**src/hw/rtc_consts.svh**
```systemverilog
// Constants for the real time clock divider chain
`ifndef RTC_CONSTS_SVH
`define RTC_CONSTS_SVH

// ==================================================
// Prescalers
`define RTC_PRE32_LAST 5'h1F
`define RTC_PRE8_LAST  3'h7

// ==================================================
// Reloadable 16-bit stage
`define RTC_PTIMER_FULL 16'hFFFF

// ==================================================
// Sub-counter layout inside the 32-bit block, lsb first
`define RTC_S0_LSB     0
`define RTC_S1_LSB     10
`define RTC_S2_LSB     16
`define RTC_S3_LSB     22
`define RTC_S0_MASK    32'h0000_03FF
`define RTC_S1_MASK    32'h0000_003F
`define RTC_S2_MASK    32'h0000_003F
`define RTC_S3_MASK    32'h0000_03FF

// ==================================================
// Power reset defaults
`define RTC_RESET_PTIMER 16'h0000
`define RTC_RESET_CNT  32'h0000_0000

`endif

```
**src/hw/rtc_pkg.sv**
```systemverilog
// Types shared by the real time clock divider chain
package rtc_pkg;

	// ==================================================
	// Configuration held by the surrounding system
	typedef struct packed {
		logic        src_ext;     // 1: external pin clock, 0: internal tick
		logic        pre32_en;    // Divide by 32 stage active
		logic        pre8_en;     // Divide by 8 stage active
		logic [15:0] ptimer_reload; // Start value of the 16-bit stage
		logic [31:0] rtc_reload;  // Start values of the four sub-counters
		logic [4:0]  irq_en;      // Per stage request enable
	} rtc_cfg_type;

	// ==================================================
	// Count register write port
	typedef struct packed {
		logic        wr_ptimer;
		logic        wr_low;
		logic        wr_high;
		logic [15:0] data;
	} rtc_wr_type;

	// ==================================================
	// Complete block state
	typedef struct packed {
		logic        ext_s1;
		logic        ext_s2;
		logic        ext_s3;
		logic [4:0]  pre32;
		logic [2:0]  pre8;
		logic [15:0] ptimer;
		logic [31:0] rtc;
		logic [4:0]  flags;
		logic        irq;
	} rtc_state_type;

endpackage

```
**src/hw/rtc_divider_chain.sv**
```systemverilog
// Real time clock: source select, prescalers, 16-bit stage and 32-bit timer block
`timescale 1ns/100ps
`include "rtc_consts.svh"

module rtc_divider_chain (
	input  wire logic                 core_clk_in,    // 200 MHz clock
	input  wire logic                 reset_in,       // Power reset, sync, active high
	input  wire logic                 int_tick_in,    // Internal source count pulse
	input  wire logic                 ext_clk_in,     // External clock pin, async
	input  wire rtc_pkg::rtc_cfg_type cfg_in,         // Configuration
	input  wire rtc_pkg::rtc_wr_type  wr_in,          // Count register writes
	input  wire logic [4:0]           irq_clr_in,     // Flag clear pulses
	output logic [15:0]               prescale_timer_out, // 16-bit stage value
	output logic [15:0]               rtc_count_high_out, // Upper half of block
	output logic [15:0]               rtc_count_low_out,  // Lower half of block
	output logic [4:0]                irq_flags_out,  // Sticky stage requests
	output logic                      irq_out         // Shared request
);

	localparam int          STAGE_LSB [4] = '{`RTC_S0_LSB, `RTC_S1_LSB,
		`RTC_S2_LSB, `RTC_S3_LSB};
	localparam logic [31:0] STAGE_MSK [4] = '{`RTC_S0_MASK, `RTC_S1_MASK,
		`RTC_S2_MASK, `RTC_S3_MASK};

	rtc_pkg::rtc_state_type state_reg;
	rtc_pkg::rtc_state_type state_next;
	logic                   src_tick;
	logic                   tick32;
	logic                   tick8;
	logic [4:0]             events;
	logic                   carry;
	logic [31:0]            field;
	logic [31:0]            field_new;
	logic [31:0]            cnt;

	// ==================================================
	// Next state
	always_comb begin
		state_next = state_reg;
		carry = 1'b0;
		field = 32'h0000_0000;
		field_new = 32'h0000_0000;
		cnt = state_reg.rtc;
		events = 5'h00;
		// Pin passes two flops; the third only serves edge detection
		state_next.ext_s1 = ext_clk_in;
		state_next.ext_s2 = state_reg.ext_s1;
		state_next.ext_s3 = state_reg.ext_s2;
		src_tick = cfg_in.src_ext ? (state_reg.ext_s2 & ~state_reg.ext_s3)
			: int_tick_in;
		if (cfg_in.pre32_en) begin
			tick32 = src_tick && (state_reg.pre32 == `RTC_PRE32_LAST);
			if (src_tick) begin
				state_next.pre32 = state_reg.pre32 + 5'h01;
			end
		end else begin
			tick32 = src_tick;
		end
		if (cfg_in.pre8_en) begin
			tick8 = tick32 && (state_reg.pre8 == `RTC_PRE8_LAST);
			if (tick32) begin
				state_next.pre8 = state_reg.pre8 + 3'h1;
			end
		end else begin
			tick8 = tick32;
		end
		// A software write wins over counting in the same cycle
		if (wr_in.wr_ptimer) begin
			state_next.ptimer = wr_in.data;
		end else if (tick8) begin
			if (state_reg.ptimer == `RTC_PTIMER_FULL) begin
				state_next.ptimer = cfg_in.ptimer_reload;
				events[0] = 1'b1;
			end else begin
				state_next.ptimer = state_reg.ptimer + 16'h0001;
			end
		end
		carry = events[0];
		for (int i = 0; i < 4; i++) begin
			field = (state_reg.rtc >> STAGE_LSB[i]) & STAGE_MSK[i];
			if (carry) begin
				if (field == STAGE_MSK[i]) begin
					field_new = (cfg_in.rtc_reload >> STAGE_LSB[i]) & STAGE_MSK[i];
					events[i+1] = 1'b1;
				end else begin
					field_new = field + 32'h0000_0001;
				end
				cnt = (cnt & ~(STAGE_MSK[i] << STAGE_LSB[i]))
					| ((field_new & STAGE_MSK[i]) << STAGE_LSB[i]);
			end
			carry = events[i+1];
		end
		if (wr_in.wr_low) begin
			cnt[15:0] = wr_in.data;
			events[2:1] = 2'h0;
		end
		if (wr_in.wr_high) begin
			cnt[31:16] = wr_in.data;
			events[4:3] = 2'h0;
		end
		state_next.rtc = cnt;
		// Set wins over a clear arriving in the same cycle
		state_next.flags = (state_reg.flags & ~irq_clr_in) | events;
		state_next.irq = |(state_next.flags & cfg_in.irq_en);
	end

	// ==================================================
	// State register; no other reset source reaches it
	always_ff @(posedge core_clk_in) begin
		if (reset_in) begin
			state_reg <= '{ptimer: `RTC_RESET_PTIMER,
				rtc: `RTC_RESET_CNT,
				default: '0};
		end else begin
			state_reg <= state_next;
		end
	end

	assign prescale_timer_out = state_reg.ptimer;
	assign rtc_count_high_out = state_reg.rtc[31:16];
	assign rtc_count_low_out  = state_reg.rtc[15:0];
	assign irq_flags_out      = state_reg.flags;
	assign irq_out            = state_reg.irq;
endmodule

```
**config.mk**
```make
export PLATFORM = sky130hd
export DESIGN_NAME = rtc_divider_chain
export DESIGN_NICKNAME = d
export VERILOG_FILES = /design/src/hw/rtc_pkg.sv /design/src/hw/rtc_divider_chain.sv
export VERILOG_INCLUDE_DIRS = /design/src /design/src/hw
export SDC_FILE = /design/constraint.sdc
export NUM_CORES = 1
export LEC_CHECK = 0
export ABC_AREA = 0
export BUFFER_PORTS_ARGS = -buffer_cell sky130_fd_sc_hd__buf_4
export CORE_MARGIN = 5
export CORE_UTILIZATION = 52
export CTS_CLUSTER_DIAMETER = 80
export CTS_CLUSTER_SIZE = 10
export DETAILED_ROUTE_END_ITERATION = 16
export GPL_TIMING_DRIVEN = 0
export MAX_ROUTING_LAYER = met4
export PLACE_DENSITY_LB_ADDON = 0.08
export SLEW_MARGIN = 0
export SYNTH_ARGS = -nofsm -noshare
export SYNTH_HDL_FRONTEND = slang
export SYNTH_SLANG_ARGS = --single-unit
```
**constraint.sdc**
```tcl
create_clock -name core_clk_in -period 3.1 [get_ports core_clk_in]
set_clock_uncertainty 0.15 [all_clocks]
set_input_delay 0.155 -clock core_clk_in [delete_from_list [all_inputs] [get_ports core_clk_in]]
set_output_delay 0.155 -clock core_clk_in [all_outputs]
set_load 0.02 [all_outputs]
```
==> results by stage <==
Setup path:
- The logic depth of the worst register-to-register path is 11.
- The source of the worst register-to-register timing path is state_reg[57].
- The cell seen most often among critical-path stages is sky130_fd_sc_hd__ha_1.
- STA classifies the critical path startpoint as a flip-flop.
- Among all stages on the critical path, the largest delay is contributed by sky130_fd_sc_hd__a2111o_1.
- The worst register-to-register path ends at rtc_count_high_out[11].
- The worst setup path is captured at a flip-flop.
- The internal reg-to-reg setup slack is 150 ps.
- For this run, the slowest stage of the critical path takes between 400 and 500 ps.
- The critical path goes through ha_1, and3_1, ha_1, nor2b_1, a2111o_1, buf_2, nor3_4, buf_4, a31oi_4, a22oi_1, a21oi_1.
- The critical path required time is roughly 3200 ps.
- The startpoint-to-endpoint class of the critical path is flip-flop to flip-flop.
- In this run the worst path has a maximum fanout of 10.
- Data on the critical path arrives at its endpoint at slightly above 3000 ps.

Floorplanning:
- For this configuration, the core starts out at a cell density of 54.1%.
- The die is a little over 100 um tall.
- The die outline area is 10,600 um^2.
- 138 I/O pins were placed.
- After floorplanning, the core was divided into 33 placement rows.
- Measured along the x axis, the die boundary spans about 100 um.
- The total area inside the core boundary comes to between 8000 and 9000 um^2.

Cells and area:
- Leaving out fill and tap cells, the most frequent cell in the layout is sky130_fd_sc_hd__buf_4.
- From synthesis to final layout, the design area changed by 37.7%.
- The library cells used most frequently in the layout, excluding fill and tap cells, are sky130_fd_sc_hd__buf_4, sky130_fd_sc_hd__nand2_1, sky130_fd_sc_hd__dfxtp_1, sky130_fd_sc_hd__nor2_1, sky130_fd_sc_hd__a21oi_1.
- The sequential cell area is roughly 1300 um^2.
- Of the cells placed in the final design, the portion with a size suffix greater than 1 is 32.6%.
- The post-layout net count is 851.
- The antenna diode count is 0.
- In the final layout, the multi-input gates occupy 2590 um^2.
- The total of fill cells in the finished design is 679.
- The design area is 6180 um^2.

Status:
- The flow ran to the end, and the final reports show no timing, DRC or antenna violations.

Clocking:
- The clock passes through at most 2 buffers.
- The depth of the CTS H-tree is 3.
- The total CTS buffers is 9.
- The clock latency reported for the late side of the worst-skew pair is between 300 and 400 ps.
- The tree built by TritonCTS fans out to 65 sinks.
- The clock-pin slew of the registers on the worst-case setup and hold paths is roughly 80 ps.
- The root buffer selected by CTS is sky130_fd_sc_hd__clkbuf_8.
- The CTS tree is yes.

Min path:
- The path class of the tightest hold or removal check is input port to flip-flop.
- The critical hold path startpoint is wr_in[8].
- The path with the worst hold slack has its endpoint at rtc_count_high_out[8].
- The worst hold path was traced through 3 stages.

STA:
- The tightest hold path in the finished design has a slack of 5.55 ps.
- After layout, the worst path uses a little over nine tenths of the clock period.
- The setup TNS after final layout is 0 ps.
- The slew of the pin with the lowest slew margin is 990 ps.
- Setup repair after global routing could not meet its margin everywhere.
- The fmax is 339 MHz.
- The count of final hold-check violations is 0.
- Subtracting the final worst setup slack from the clock period gives 2950 ps.
- The worst slew margin relative to its limit is 33.5%.
- The final-report max-slew violation count is 0.
- Setup violations remaining at the end of the flow were counted as 0.

Power and ir drop:
- Summed over all cells, the static leakage comes to 2.71 nW.
- IR analysis of the VDD net gives a maximum drop of 0.264 mV.
- The design draws roughly 2.3 mW.
- The power density of the placed cells is 366 nW/um^2.

Place:
- The number of I/O port buffers is approximately 140.
- The placed cell area is 5630 um^2.
- The placer congestion estimate is 0.986.
- After legalization and detailed placement, the total HPWL measured 11.5 mm.

Global routing:
- Global routing used 29.9% of the available tracks across all layers.
- The aggregate global routing overflow is 0.
- The first global-routing pass estimated 23.8 mm of wire.
- The largest net degree at the start of global routing is 13.
- The number of global-route vias before repair was 4,864.
- The number of antenna violations at the first check in global routing is 0.

Synthesis:
- After synthesis, the mean cell area works out to a little under 8 um^2.
- The cell area that synthesis handed to floorplanning was 4490 um^2.
- Counting flops with a built-in enable in the synthesized netlist gives 0.
- After synthesis, the share of flip-flops with an asynchronous set or reset is 0%.
- The share of the Yosys chip area taken by registers is 29.0%.
- After synthesis the netlist holds a flip-flop and latch count of 65.
- The count of synthesis-stage warnings from yosys is 0.
- The net count of the mapped netlist is 676.
- The synthesized instance count is 583.
- Among all flip-flop cells after synthesis, the most frequent one is sky130_fd_sc_hd__dfxtp_1.
- The number of unique standard cell types used by synthesis is 63.

Job:
- The tool flagged a number of max-cap violations equal to 0.

Routing:
- The routed length per placed instance is ~18 um.
- The number of DRC violations after detailed-routing iteration 0 is 309.
- The routed via count is 5,088.
- After detailed routing, the number of remaining DRC violations is 0.
- The number of routed nets with antenna violations is 0.
- The ratio of routed vias to standard cells is 5.86.
- For this run, the detailed router's first-pass iteration total came to 6.
- The wire length reported by the detailed router is 15.6 mm.
## stage by stage
step / cells / util (%) / setup slack, ps
floorplan: 583 / - / 426
global placement: 823 / 67.9 / -1.88
detailed placement: 823 / 67.9 / -57.1
CTS: 862 / 73.4 / 20.7
global route: 868 / 74.4 / -77.8
finish: 868 / 74.4 / 149
## synth_stat cells, types with 14 or more instances
master | n | area share (%)
sky130_fd_sc_hd__nand3_1 | 22 | 2.5
sky130_fd_sc_hd__o21ai_0 | 19 | 2.1
sky130_fd_sc_hd__nand4_1 | 16 | 2.2
sky130_fd_sc_hd__nand2_1 | 66 | 5.5
sky130_fd_sc_hd__buf_4 | 56 | 9.4
sky130_fd_sc_hd__dfxtp_1 | 65 | 29
sky130_fd_sc_hd__a211oi_1 | 14 | 2.3
sky130_fd_sc_hd__inv_1 | 22 | 1.8
sky130_fd_sc_hd__a21oi_1 | 34 | 3.8
sky130_fd_sc_hd__clkbuf_1 | 23 | 1.9
sky130_fd_sc_hd__a31oi_1 | 17 | 2.4
sky130_fd_sc_hd__nor2_1 | 53 | 4.4
## critical path, delay by kind of cell (launching register included)
kind / cells / cell delay [ps]
flops: 1 / 390
simple gates: 3 / 490
buf+inv: 2 / 490
fa+ha+maj: 2 / 330
compound gates: 4 / 960
## repair_timing
action                     4_1_cts  5_1_grt
setup endpoints to repair        5       21
resized for setup                2       10
pin swaps                        1        2
setup buffers                    0        6
hold endpoints to repair        29        0
hold buffers                    23        0
gates cloned                     0        0
## cells by family (layout without fill, tap and decap cells)
group	count (synthesis)	count (layout)	share of synthesized area [%]
simple gates	223	223	25.4
compound gates	148	148	22.6
buf+inv	109	289	14.4
flops	65	65	29.0
xor+xnor	15	15	2.93
mux	14	14	3.21
fa+ha+maj	9	9	2.51
## where the power goes
group          internal (mW)  switching (mW)  total (mW)
registers              0.878          0.0643       0.943
clock network          0.453           0.376       0.829
logic                  0.256           0.233       0.489
## metal layers
metal | share of wire, % | GRT usage [%]
met1 | 40 | 36.7
met2 | 47 | 48.0
met3 | 9.9 | 6.16
met4 | 3.1 | 11.9
met5 | 0 | -
## how the worst max path moves through the flow
stage,slack (ps),from,cells past startpoint,endpoint
floorplan,430,state_reg[57],10,rtc_count_low_out[14]
global placement,-2,state_reg[57],11,rtc_count_high_out[11]
detailed placement,-60,state_reg[57],11,rtc_count_high_out[11]
CTS,20,state_reg[57],10,rtc_count_low_out[14]
global route,-80,state_reg[57],11,rtc_count_low_out[14]
finish,150,state_reg[57],11,rtc_count_high_out[11]
## cell type report
class / instances / share of cell area, %
buffer: 87 / 9.11
clock buffer: 9 / 2.01
clock inverter: 7 / 1.54
inverter: 22 / 1.34
multi-input combinational: 409 / 41.9
sequential: 65 / 21.1
tap: 105 / 2.13
timing repair buffer: 164 / 20.9
No activity file was read; power rests on OpenSTA's default activity.
